`src/hdl/dag_pkg.sv`:
```
package dag_pkg;
    localparam int WORD_W = 16;
    localparam int XADDR_W = 24;
    localparam int RPAGE_W = 10;
    localparam int WPAGE_W = 9;
    localparam int NUM_WREGS = 16;
    localparam logic [RPAGE_W-1:0] RPAGE_RESET = 10'h001;
    localparam logic [WPAGE_W-1:0] WPAGE_RESET = 9'h001;
    localparam logic [RPAGE_W-1:0] RPAGE_ZERO = 10'h000;
    localparam logic [WPAGE_W-1:0] WPAGE_ZERO = 9'h000;
    localparam logic [WORD_W-1:0] SP_RESET = 16'h1000;
    localparam logic [WORD_W-1:0] DIRECT_TOP = 16'h2FFF;
    localparam int EA_HI_BIT = 15;
    localparam int PAGE_LO_W = 9;
    localparam int PC_W = 23;
    localparam int PC_HI_W = 7;
    localparam int SR_LO_W = 8;
    localparam int FILE_ADDR_W = 13;
    localparam int LIT5_W = 5;
    localparam int LIT14_W = 14;
    localparam logic [3:0] SP_IDX = 4'hF;
    localparam logic [3:0] FP_IDX = 4'hE;
    localparam logic [3:0] XA_IDX = 4'h8;
    localparam logic [3:0] XB_IDX = 4'h9;
    localparam logic [3:0] YA_IDX = 4'hA;
    localparam logic [3:0] YB_IDX = 4'hB;
    localparam logic [WORD_W-1:0] WORD_STEP = 16'h0002;

    typedef enum logic [2:0] {
        DAG_AM_DIRECT = 3'h0,
        DAG_AM_IND = 3'h1,
        DAG_AM_POST = 3'h2,
        DAG_AM_PRE = 3'h3,
        DAG_AM_INDEXED = 3'h4,
        DAG_AM_LITOFS = 3'h5,
        DAG_AM_FILE = 3'h6,
        DAG_AM_LIT = 3'h7
    } dag_mode_e;

    typedef enum logic [1:0] {
        DAG_MAC_IND = 2'h0,
        DAG_MAC_POST = 2'h1,
        DAG_MAC_INDEXED = 2'h2,
        DAG_MAC_NONE = 2'h3
    } dag_mac_mode_e;

    typedef enum logic [1:0] {
        DAG_ST_IDLE = 2'h0,
        DAG_ST_PUSH_HI = 2'h1,
        DAG_ST_POP_LO = 2'h2
    } dag_stk_e;
endpackage

```
`src/hdl/dag_mac_agu.sv`:
```
`timescale 1ns/1ps
`default_nettype none
// one prefetch address unit; X uses regs 8/9, Y uses 10/11
module dag_mac_agu
    import dag_pkg::*;
(
    input wire logic [1:0] mode,
    input wire logic sel_b,
    input wire logic [1:0] step_sel,
    input wire logic [WORD_W-1:0] reg_a,
    input wire logic [WORD_W-1:0] reg_b,
    input wire logic [WORD_W-1:0] index_val,
    output logic [WORD_W-1:0] ea,
    output logic [WORD_W-1:0] wb_val,
    output logic wb_en,
    output logic illegal
);
    logic [WORD_W-1:0] ptr;
    logic [WORD_W-1:0] step;

    assign ptr = sel_b ? reg_b : reg_a;
    // step_sel 1..3 means +2, +4, +6; 0 is reserved and flagged
    assign step = WORD_W'({step_sel, 1'b0});

    always_comb begin
        ea = ptr;
        wb_val = ptr;
        wb_en = 1'b0;
        illegal = 1'b0;
        case (mode)
            DAG_MAC_IND: begin
                ea = ptr;
            end
            DAG_MAC_POST: begin
                wb_val = ptr + step;
                wb_en = 1'b1;
                illegal = (step_sel == 2'h0);
            end
            DAG_MAC_INDEXED: begin
                ea = ptr + index_val;
                illegal = !sel_b;
            end
            default: begin
                ea = ptr;
            end
        endcase
    end
endmodule
`default_nettype wire

```
`src/hdl/dag_pager.sv`:
```
`timescale 1ns/1ps
`default_nettype none
// one paging unit, used for the read path and the write path
module dag_pager
    import dag_pkg::*;
#(
    parameter int PAGE_W = 10,
    parameter logic [PAGE_W-1:0] PAGE_RST = '0
) (
    input wire logic clk_sys,
    input wire logic srst,
    input wire logic page_wr,
    input wire logic [PAGE_W-1:0] page_wdata,
    input wire logic access,
    input wire logic no_page,
    input wire logic [WORD_W-1:0] ea,
    output logic [PAGE_W-1:0] page_q,
    output logic [XADDR_W-1:0] xaddr,
    output logic addr_err
);
    logic paged;

    always_ff @(posedge clk_sys) begin
        if (srst) begin
            page_q <= PAGE_RST;
        end else if (page_wr && page_wdata != '0) begin
            page_q <= page_wdata;
        end
    end

    assign paged = ea[EA_HI_BIT] && !no_page;

    always_comb begin
        if (paged) begin
            xaddr = {page_q[PAGE_LO_W-1:0], ea[EA_HI_BIT-1:0]};
        end else begin
            xaddr = {{(XADDR_W-WORD_W){1'b0}}, ea};
        end
    end

    assign addr_err = access && paged && (page_q == '0);
endmodule
`default_nettype wire

```
`src/hdl/dag_top.sv`:
```
`timescale 1ns/1ps
`default_nettype none
module dag_top
    import dag_pkg::*;
(
    input wire logic clk_sys,
    input wire logic srst,
    // register file write port from execute
    input wire logic default_work_reg_we,
    input wire logic [3:0] default_work_reg_waddr,
    input wire logic [WORD_W-1:0] default_work_reg_wdata,
    // page register software writes
    input wire logic rpage_we,
    input wire logic [RPAGE_W-1:0] rpage_wdata,
    input wire logic wpage_we,
    input wire logic [WPAGE_W-1:0] wpage_wdata,
    input wire logic frame_active_flag,
    // operand address request
    input wire logic op_valid,
    input wire logic op_is_write,
    input wire logic op_is_move,
    input wire logic [2:0] op_mode,
    input wire logic [3:0] op_ptr_idx,
    input wire logic [3:0] op_base_idx,
    input wire logic [3:0] op_offset_idx,
    input wire logic [WORD_W-1:0] op_mod_const,
    input wire logic [WORD_W-1:0] op_literal,
    input wire logic [FILE_ADDR_W-1:0] op_file_addr,
    // MAC prefetch
    input wire logic mac_valid,
    input wire logic [1:0] mac_x_mode,
    input wire logic mac_x_sel_b,
    input wire logic [1:0] mac_x_step,
    input wire logic [1:0] mac_y_mode,
    input wire logic mac_y_sel_b,
    input wire logic [1:0] mac_y_step,
    // stack operations
    input wire logic push_word,
    input wire logic [WORD_W-1:0] push_data,
    input wire logic pop_word,
    input wire logic push_pc,
    input wire logic push_is_exc,
    input wire logic [PC_W-1:0] pc_in,
    input wire logic [SR_LO_W-1:0] status_low_byte,
    // branch / hold literal decode
    input wire logic [WORD_W-1:0] branch_lit,
    input wire logic [LIT14_W-1:0] hold_lit,
    output logic [WORD_W-1:0] branch_offset,
    output logic [WORD_W-1:0] hold_count,
    // results
    output logic [WORD_W-1:0] base_operand,
    output logic [WORD_W-1:0] operand2,
    output logic operand2_is_reg,
    output logic [XADDR_W-1:0] data_addr,
    output logic data_addr_valid,
    output logic data_we,
    output logic [WORD_W-1:0] data_wdata,
    output logic addr_err_trap,
    output logic mode_err,
    output logic [WORD_W-1:0] mac_x_addr,
    output logic [WORD_W-1:0] mac_y_addr,
    output logic mac_addr_valid,
    output logic [RPAGE_W-1:0] read_page_reg,
    output logic [WPAGE_W-1:0] write_page_reg,
    output logic [WORD_W-1:0] stack_ptr_reg,
    output logic stack_busy
);
    logic [WORD_W-1:0] wregs_q [NUM_WREGS];
    logic [WORD_W-1:0] ptr_val;
    logic [WORD_W-1:0] ea;
    logic [WORD_W-1:0] ptr_new;
    logic ptr_wb;
    logic ea_valid;
    logic ea_no_page;
    logic [XADDR_W-1:0] rd_xaddr;
    logic [XADDR_W-1:0] wr_xaddr;
    logic rd_err;
    logic wr_err;
    logic [WORD_W-1:0] mac_x_ea, mac_y_ea, mac_x_wb, mac_y_wb;
    logic mac_x_wbe, mac_y_wbe, mac_x_ill, mac_y_ill;
    dag_stk_e stk_q, stk_d;
    logic [WORD_W-1:0] pc_hi_word_q;
    logic [WORD_W-1:0] sp;
    logic [WORD_W-1:0] sp_next;
    logic stk_access;
    logic [WORD_W-1:0] stk_addr;
    logic [WORD_W-1:0] stk_wdata;
    logic stk_we;
    logic sp_upd;

    assign sp = wregs_q[SP_IDX];
    assign ptr_val = wregs_q[op_ptr_idx];
    assign base_operand = wregs_q[op_base_idx];
    // literal operand 2 is the low 5 bits for ordinary MCU forms
    assign operand2_is_reg = (op_mode != DAG_AM_LIT);
    assign operand2 = (op_mode == DAG_AM_LIT) ?
        (op_is_move ? op_literal : {{(WORD_W-LIT5_W){1'b0}}, op_literal[LIT5_W-1:0]}) : ptr_val;
    assign branch_offset = branch_lit;
    assign hold_count = {{(WORD_W-LIT14_W){1'b0}}, hold_lit};

    // effective address for the single-operand path
    always_comb begin
        ea = ptr_val;
        ptr_new = ptr_val;
        ptr_wb = 1'b0;
        ea_valid = op_valid;
        mode_err = 1'b0;
        case (op_mode)
            DAG_AM_IND: begin
                ea = ptr_val;
            end
            DAG_AM_POST: begin
                ea = ptr_val;
                ptr_new = ptr_val + op_mod_const;
                ptr_wb = op_valid;
            end
            DAG_AM_PRE: begin
                ea = ptr_val + op_mod_const;
                ptr_new = ptr_val + op_mod_const;
                ptr_wb = op_valid;
            end
            DAG_AM_INDEXED: begin
                // shared offset field for both move operands
                ea = ptr_val + wregs_q[op_offset_idx];
                mode_err = op_valid && !op_is_move;
            end
            DAG_AM_LITOFS: begin
                ea = ptr_val + op_literal;
            end
            DAG_AM_FILE: begin
                ea = {{(WORD_W-FILE_ADDR_W){1'b0}}, op_file_addr};
            end
            default: begin
                ea_valid = 1'b0;
            end
        endcase
        if (mac_valid && (mac_x_ill || mac_y_ill)) begin
            mode_err = 1'b1;
        end
    end

    assign ea_no_page = (op_ptr_idx == SP_IDX) ||
        (op_ptr_idx == FP_IDX && frame_active_flag) || (op_mode == DAG_AM_FILE);

    dag_pager #(.PAGE_W(RPAGE_W), .PAGE_RST(RPAGE_RESET)) u_rpage (
        .clk_sys(clk_sys), .srst(srst),
        .page_wr(rpage_we), .page_wdata(rpage_wdata),
        .access(ea_valid && !op_is_write && !stk_access),
        .no_page(ea_no_page), .ea(ea),
        .page_q(read_page_reg), .xaddr(rd_xaddr), .addr_err(rd_err)
    );

    dag_pager #(.PAGE_W(WPAGE_W), .PAGE_RST(WPAGE_RESET)) u_wpage (
        .clk_sys(clk_sys), .srst(srst),
        .page_wr(wpage_we), .page_wdata(wpage_wdata),
        .access(ea_valid && op_is_write && !stk_access),
        .no_page(ea_no_page), .ea(ea),
        .page_q(write_page_reg), .xaddr(wr_xaddr), .addr_err(wr_err)
    );

    dag_mac_agu u_xagu (
        .mode(mac_x_mode), .sel_b(mac_x_sel_b), .step_sel(mac_x_step),
        .reg_a(wregs_q[XA_IDX]), .reg_b(wregs_q[XB_IDX]), .index_val(wregs_q[YB_IDX + 4'h1]),
        .ea(mac_x_ea), .wb_val(mac_x_wb), .wb_en(mac_x_wbe), .illegal(mac_x_ill)
    );

    dag_mac_agu u_yagu (
        .mode(mac_y_mode), .sel_b(mac_y_sel_b), .step_sel(mac_y_step),
        .reg_a(wregs_q[YA_IDX]), .reg_b(wregs_q[YB_IDX]), .index_val(wregs_q[YB_IDX + 4'h1]),
        .ea(mac_y_ea), .wb_val(mac_y_wb), .wb_en(mac_y_wbe), .illegal(mac_y_ill)
    );

    // stack sequencer: a PC push takes two cycles, high word second
    always_comb begin
        stk_d = stk_q;
        stk_access = 1'b0;
        stk_addr = sp;
        stk_wdata = push_data;
        stk_we = 1'b0;
        sp_upd = 1'b0;
        sp_next = sp;
        case (stk_q)
            DAG_ST_IDLE: begin
                if (push_pc) begin
                    stk_access = 1'b1;
                    stk_we = 1'b1;
                    stk_wdata = pc_in[WORD_W-1:0];
                    sp_upd = 1'b1;
                    sp_next = sp + WORD_STEP;
                    stk_d = DAG_ST_PUSH_HI;
                end else if (push_word) begin
                    stk_access = 1'b1;
                    stk_we = 1'b1;
                    sp_upd = 1'b1;
                    sp_next = sp + WORD_STEP;
                end else if (pop_word) begin
                    stk_access = 1'b1;
                    stk_addr = sp - WORD_STEP;
                    sp_upd = 1'b1;
                    sp_next = sp - WORD_STEP;
                end
            end
            DAG_ST_PUSH_HI: begin
                stk_access = 1'b1;
                stk_we = 1'b1;
                stk_wdata = pc_hi_word_q;
                sp_upd = 1'b1;
                sp_next = sp + WORD_STEP;
                stk_d = DAG_ST_IDLE;
            end
            default: begin
                stk_d = DAG_ST_IDLE;
            end
        endcase
    end

    assign stack_busy = (stk_q != DAG_ST_IDLE);

    always_ff @(posedge clk_sys) begin
        if (srst) begin
            stk_q <= DAG_ST_IDLE;
            pc_hi_word_q <= '0;
        end else begin
            stk_q <= stk_d;
            if (stk_q == DAG_ST_IDLE && push_pc) begin
                pc_hi_word_q <= {(push_is_exc ? status_low_byte : {SR_LO_W{1'b0}}), 1'b0,
                    pc_in[PC_W-1:WORD_W]};
            end
        end
    end

    // working registers; stack update beats a software write to the stack pointer
    always_ff @(posedge clk_sys) begin
        if (srst) begin
            for (int i = 0; i < NUM_WREGS; i++) begin
                wregs_q[i] <= (i == int'(SP_IDX)) ? SP_RESET : '0;
            end
        end else begin
            if (default_work_reg_we) begin
                wregs_q[default_work_reg_waddr] <= default_work_reg_wdata;
            end
            if (ptr_wb && !stk_access) begin
                wregs_q[op_ptr_idx] <= ptr_new;
            end
            if (mac_valid && mac_x_wbe) begin
                wregs_q[mac_x_sel_b ? XB_IDX : XA_IDX] <= mac_x_wb;
            end
            if (mac_valid && mac_y_wbe) begin
                wregs_q[mac_y_sel_b ? YB_IDX : YA_IDX] <= mac_y_wb;
            end
            if (sp_upd) begin
                wregs_q[SP_IDX] <= sp_next;
            end
            wregs_q[SP_IDX][0] <= 1'b0;
        end
    end

    assign stack_ptr_reg = {sp[WORD_W-1:1], 1'b0};

    always_ff @(posedge clk_sys) begin
        if (srst) begin
            data_addr <= '0;
            data_addr_valid <= 1'b0;
            data_we <= 1'b0;
            data_wdata <= '0;
            addr_err_trap <= 1'b0;
            mac_x_addr <= '0;
            mac_y_addr <= '0;
            mac_addr_valid <= 1'b0;
        end else begin
            addr_err_trap <= !stk_access && (rd_err || wr_err);
            data_wdata <= stk_wdata;
            if (stk_access) begin
                data_addr <= {{(XADDR_W-WORD_W){1'b0}}, stk_addr};
                data_addr_valid <= 1'b1;
                data_we <= stk_we;
            end else begin
                data_addr <= op_is_write ? wr_xaddr : rd_xaddr;
                data_addr_valid <= ea_valid && !(rd_err || wr_err);
                data_we <= ea_valid && op_is_write;
            end
            mac_x_addr <= mac_x_ea;
            mac_y_addr <= mac_y_ea;
            mac_addr_valid <= mac_valid && !mac_x_ill && !mac_y_ill;
        end
    end
endmodule
`default_nettype wire

```
`config.mk`:
```
export PLATFORM = sky130hd
export DESIGN_NAME = dag_top
export DESIGN_NICKNAME = d
export VERILOG_FILES = /design/src/hdl/dag_pkg.sv /design/src/hdl/dag_mac_agu.sv /design/src/hdl/dag_pager.sv /design/src/hdl/dag_top.sv
export SDC_FILE = /design/constraint.sdc
export NUM_CORES = 1
export LEC_CHECK = 0
export BUFFER_PORTS_ARGS = -buffer_cell sky130_fd_sc_hd__buf_2
export CORE_ASPECT_RATIO = 1.75
export CORE_MARGIN = 4
export CORE_UTILIZATION = 55
export DETAILED_ROUTE_END_ITERATION = 10
export PLACE_DENSITY = 0.74
export SETUP_SLACK_MARGIN = 0.1
export SYNTH_ARGS = -nofsm -noshare
export SYNTH_HDL_FRONTEND = slang
export SYNTH_HIERARCHICAL = 1
export SYNTH_SLANG_ARGS = --single-unit
export TNS_END_PERCENT = 5
```
`constraint.sdc`:
```
create_clock -name clk_sys -period 5.85 [get_ports clk_sys]
set_input_delay 0 -clock clk_sys [delete_from_list [all_inputs] [get_ports clk_sys]]
set_output_delay 0 -clock clk_sys [all_outputs]
set_load 0.05 [all_outputs]
```
== Word-level counts from Yosys, hierarchy flattened ==
Memory sizes are Yosys's and may differ from the RTL's.
Index checks and enable logic that the tools add are counted.

* Add/subtract/negate cells: 9
* Equality and inequality tests: 17
* Mux-type cells: 75
* Bitwise logic cells: 18
* Reduce and logical (&&, ||, !) cells: 50

{| class="wikitable"
|+ Operator list
! kind !! number
|-
| $mux 16 || 22
|-
| $add 16x16->16 || 5
|-
| $mux 24 || 3
|-
| $pmux 16 s2 || 2
|-
| $pmux 16 s4 || 1
|-
| $reduce_or 16->1 || 4
|-
| $mux 1 || 36
|-
| $add 16x3->16 || 2
|-
| $logic_and 1x1->1 || 22
|-
| $eq 4x4->1 const B || 5
|-
| $add 16x2->16 const B || 1
|-
| $mux 4 || 4
|-
| $sub 16x2->16 const B || 1
|-
| $eq 3x3->1 const B || 4
|-
| $logic_not 10->1 || 1
|-
| $reduce_bool 10->1 || 1
|-
| $logic_not 1->1 || 9
|-
| $logic_not 9->1 || 1
|-
| $reduce_bool 9->1 || 1
|-
| $and 1x1->1 || 8
|-
| $mux 8 || 1
|-
| $pmux 1 s2 || 4
|-
| $eq 3x2->1 const B || 2
|-
| $logic_not 2->1 || 3
|-
| other kinds (11) || 26
|}

* Register bits after elaboration: 111
* Bits in writable memories: 256
* Input port bits: 200
* Output and inout bits: 178
* Word-level logic and storage cells: 183
* Memories kept: 1

{| class="wikitable"
|+ Memory list
! memory !! depth !! width !! read ports !! clocked after memory_dff !! wr ports !! RTL line !! RTL
|-
| wregs_q || 16 || 16 || 9 || 0 || 16 || dag_top.sv:68 || <nowiki>logic [WORD_W-1:0] wregs_q [NUM_WREGS];</nowiki>
|}

== Logic depth before layout (Yosys ltp) ==
* Word-level depth: 13
* Gate-level depth with buffers: 22
* Depth with buffers taken out: 19

== Hierarchy ==
The synthesis kept the hierarchy.

{| class="wikitable"
|+ Modules (own cells, without submodules)
! module !! times used !! cells each !! area each (sq um) !! sequential area each (sq um)
|-
| dag_top || 1 || 2329 || 24634.9 || 9529.1
|-
| dag_mac_agu || 2 || 202 || 1450.1 || 0.0
|-
| dag_pager (u_rpage) || 1 || 86 || 711.9 || 200.2
|-
| dag_pager (u_wpage) || 1 || 78 || 653.1 || 180.2
|}

== Worst setup path after synthesis ==
OpenSTA, ideal clock, no wires.

* Path kind: in2reg
* Start: in op_offset_idx[0]
* End: reg data_addr[14]
* Setup time: 0.128 ns
* Data arrival time: 4.594 ns
* Required time: 5.722 ns
* Path slack: 1.128 ns
* Stages on the path: 22
* Path buffers: 3
* Path through: buf_1 > clkbuf_1 > mux4_2 > mux4_2 > mux2_2 > ha_1 > inv_1 > fa_1 > nor2b_1 > o21ai_0 > a21boi_0 > o311a_1 > o2111ai_1 > a21oi_1 > mux2i_1 > a211o_1 > buf_4 > nor2b_1 > a211oi_1 > a211oi_1 > a21oi_1 > nor2_1

* Longest elaborated chain between the ends: 6
* Elaborated cells between the ends (all ways): 7
* Classes of those cells: 1 x add/sub; 5 x mux; 1 x memory

{| class="wikitable"
|+ RTL lines
! what !! RTL line !! RTL
|-
| start: declaration || dag_top.sv:25 || <nowiki>input wire logic [3:0] op_offset_idx,</nowiki>
|-
| $mem_v2 16x16 || -- ||
|-
| $add 16x16->16 || dag_top.sv:124 || <nowiki>ea = ptr_val + wregs_q[op_offset_idx];</nowiki>
|-
| $pmux 16 s4 || dag_top.sv:108 || <nowiki>case (op_mode)</nowiki>
|-
| net ea[14] || dag_top.sv:70 || <nowiki>logic [WORD_W-1:0] ea;</nowiki>
|-
| $mux 24 || dag_pager.sv:34 || <nowiki>if (paged) begin</nowiki>
|-
| net rd_xaddr[14] || dag_top.sv:75 || <nowiki>logic [XADDR_W-1:0] rd_xaddr;</nowiki>
|-
| $mux 24 || dag_top.sv:278 || <nowiki>data_addr <= op_is_write ? wr_xaddr : rd_xaddr;</nowiki>
|-
| $mux 16 || dag_top.sv:273 || <nowiki>if (stk_access) begin</nowiki>
|-
| end signal: assignment || dag_top.sv:274 || <nowiki>data_addr <= {{(XADDR_W-WORD_W){1'b0}}, stk_addr};</nowiki>
|-
| end signal: assignment || dag_top.sv:278 ||
|-
| end: declaration || dag_top.sv:54 || <nowiki>output logic [XADDR_W-1:0] data_addr,</nowiki>
|}

The timed path passes the listed nets, and every way through them passes these cells.
A chain may end at the register's enable or synchronous reset.

==> run metrics <==
routability cong. about 1.1; fin util 0.635; Reg area between 9000 and 10000 µm²; DR iter-0 viols between 4000 and 5000; Tmin final between 5000 and 6000 ps; maximum fanout along the worst path 13; cts bufs inserted 38; setup slack, reg-to-reg 500 ps; Final Cycle Share 0.914; area grow syn2layout 13.7%; Ports 378; H-tree depth 2; Net Switching around 3100 µW; proportion of synthesized area in mux cells 0.225; crit path kind reg2reg; Hold Path Class in2out; Slew headroom 0.167; combinational share of power 0.317; Setup crit start kind flip-flop; global-route met3 utilization 0.108; met1 Use GR 0.493; multi-input logic area approximately 17000 µm²; CP arrival approximately 5800 ps; Die H a little over 300 µm; Compound-Gate Fraction of Synth Area 0.154; # port buffers 314; Buf/Inv on CP 2; largest family of logic cells by synthesized area multiplexers; clk_skew about 34 ps; All-Layer GR Usage 0.441; adder-cell share of the synthesized area 0.0345; via count 27600; CTS hold repair buffers 107; grt peak-use layer met2; Slew @ Worst Pin 1240 ps; RSZ-0062 raised after global routing no; CP peak stage delay 670 ps; met2 Use GR 0.708; final net count around 3400; initial core utilization 0.558; Syn Std Cell Area between 20000 and 30000 µm²; Mapped Cells just under 3000; Post-Route Setup TNS 0 ps; maximum vdd drop approximately 0.00024 V; syn_area_per_cell around 10 µm²; MaxCap Viol Count 0; Setup crit end kind flip-flop; Cell Rows 110; sw frac 0.365; vias per std cell between 7 and 8; Netlist cell types 84; largest net degree at the start of global routing 65; status complete, no violations; Worst Slack Setup Final 501 ps; post-CTS setup buffer count 0; wire per inst 33.7 µm; Resize count post-CTS 0; Final Setup Violations 0; CP max stage cell edfxtp_1; Async SR Flop Fraction 0; Yosys warnings 6; Sequential Power Share 0.368; CP top delay family compound AO/OA/AOI/OAI gates; CTS tree built; Core Area roughly 52000 µm²; clock-pin slew on the worst setup and hold paths about 70 ps; Top FF cell, synth edfxtp_1; number of global-route vias before repair about 27000; DP Cell Count around 3600; Fmax achieved around 190 MHz; Detailed Routing Iterations Pass 1 9; hpwl dp 91900 µm; number of synthesized flops with an enable pin around 260; Clk pwr share 0.315; Clock Sinks 367; drc violations 0; Simple-Gate Fraction of Synth Area 0.153; number of synthesized register bits roughly 370; GRT Residual Overflow 0; initial antenna violation count 13; Layout fillers 4168; Die W 181 µm; detailed-route wire length 129000 µm; Die ar. between 50000 and 60000 µm²; Post-Synth XOR/XNOR Area 0.0264; Finished Layout Cells between 3000 and 4000; worst-skew pair later-pin latency slightly below 600 ps; Final Hold Fails 0; leakage dissipation 0.0126 µW; global-route wire length before repair between 150000 and 200000 µm; CTS Buffer Depth 3; CP Cell Sequence mux4_2 -> mux4_2 -> mux2i_1 -> inv_1 -> ha_1 -> a21o_1 -> a21oi_1 -> o21ai_0 -> o311a_1 -> a221oi_1 -> a2bb2oi_1 -> xnor2_1 -> o21ai_1 -> nor2b_1 -> buf_4 -> nand4b_1 -> nor2_1 -> nor2_1 -> nand2_1 -> a21oi_1; Pwr per Cell Area 255 nW/µm²; Final Slew Violations 0; Root Driver clkbuf_16; share of layout cells above drive strength 1 0.256; sequential share of the synthesized area 0.343; Routed Antenna Nets 0; Int Power between 5000 and 6000 µW; pre-CTS setup slack 601 ps; CP required between 6000 and 7000 ps
[layout make-up]
| class | count | area share |
|---|---|---|
| clock inverter | 19 | 0.00625 |
| inverter | 54 | 0.00617 |
| tap | 672 | 0.0256 |
| antenna | 8 | 0.000609 |
| multi-input combinational | 2138 | 0.524 |
| sequential | 367 | 0.302 |
| clock buffer | 50 | 0.0338 |
| timing repair buffer | 510 | 0.102 |
[power by group through the flow]
stage                     logic, µW  clock network [µW]  registers (µW)
after floorplan                1650                   0            3190
after global placement         2470                   0            3110
after detailed placement       2480                   0            3120
after CTS                      2550                2640            3060
after global routing           2750                2720            3080
final                          2650                2640            3080
[routing by layer]
layer,up-vias,part of all wire
met5,-,0.00026
met4,6,0.11
met3,629,0.12
met2,2388,0.46
met1,13200,0.30
li1,11400,-
[worst paths after layout]
check | from | to | depth (start not counted)
worst min register to register | pc_hi_word_q[10]$_SDFFE_PP0P_ | pc_hi_word_q[10]$_SDFFE_PP0P_ | 2
worst max-delay path | wregs_q[15][1]$_DFFE_PP_ | data_addr_valid$_SDFF_PP0_ | 20
worst max register to register | wregs_q[15][1]$_DFFE_PP_ | data_addr_valid$_SDFF_PP0_ | 20
worst min-delay path | branch_lit[4] | branch_offset[4] | 0
[flip-flops by register name, summed over array words and instances (netlist names)]
name,cells
data_we,1
stk_q,1
mac_y_addr,16
data_wdata,16
wregs_q,256
mac_addr_valid,1
mac_x_addr,16
data_addr,24
addr_err_trap,1
pc_hi_word_q,15
u_wpage/page_q,9
u_rpage/page_q,10
data_addr_valid,1
[cell usage in the layout (no fill, tap or decap), types with 27 or more instances in the layout]
cell type and n:
dfxtp_1 111, a211oi_1 27, dlygate4sd3_1 107, clkbuf_16 40, mux2i_1 55, edfxtp_1 256, nand3_1 223, nor2b_1 76
nand2_1 196, mux4_2 237, inv_1 54, a31oi_1 42, o21ai_0 257, nor2_1 225, buf_2 310, buf_4 91
xor2_1 30, mux2_2 48, ha_1 70, a21oi_1 171, a21o_1 33, xnor2_1 57
[through the flow]
step	area, µm²	power [µW]	hold WS, ps
floorplan	28900	4840	136
global placement	30400	5580	0.370
global route	32800	8550	0.0718
finish	32800	8370	0.0193
CTS	32800	8250	0.370
detailed placement	30400	5600	0.370
[synthesized netlist by cell type (21+ instances only)]
cell type  number  share of area
o21ai_0       257          0.045
edfxtp_1      256           0.27
mux4_2        237           0.18
nor2_1        232          0.030
nand3_1       223          0.039
clkbuf_1      196          0.025
nand2_1       196          0.025
a21oi_1       171          0.030
dfxtp_1       111          0.077
buf_4          79          0.021
nor2b_1        76          0.016
ha_1           70          0.030
xnor2_1        57          0.017
mux2i_1        56          0.019
inv_1          53         0.0069
mux2_2         48          0.019
a31oi_1        42         0.0091
buf_2          38         0.0066
a21o_1         33         0.0086
xor2_1         30         0.0091
a211oi_1       27         0.0070
and2_1         25         0.0054
buf_1          23         0.0030
o21a_1         23         0.0060
o21ai_1        23         0.0040
nand4_1        21         0.0045
nor3_1         21         0.0036
[cells by family after synthesis]
logic type / count (synthesis)
compound gates: 726
flops: 367
fa+ha+maj: 76
other cells: 2
buf+inv: 395
simple gates: 899
mux: 345
xor+xnor: 87
No activity file was read; power rests on OpenSTA's default activity.
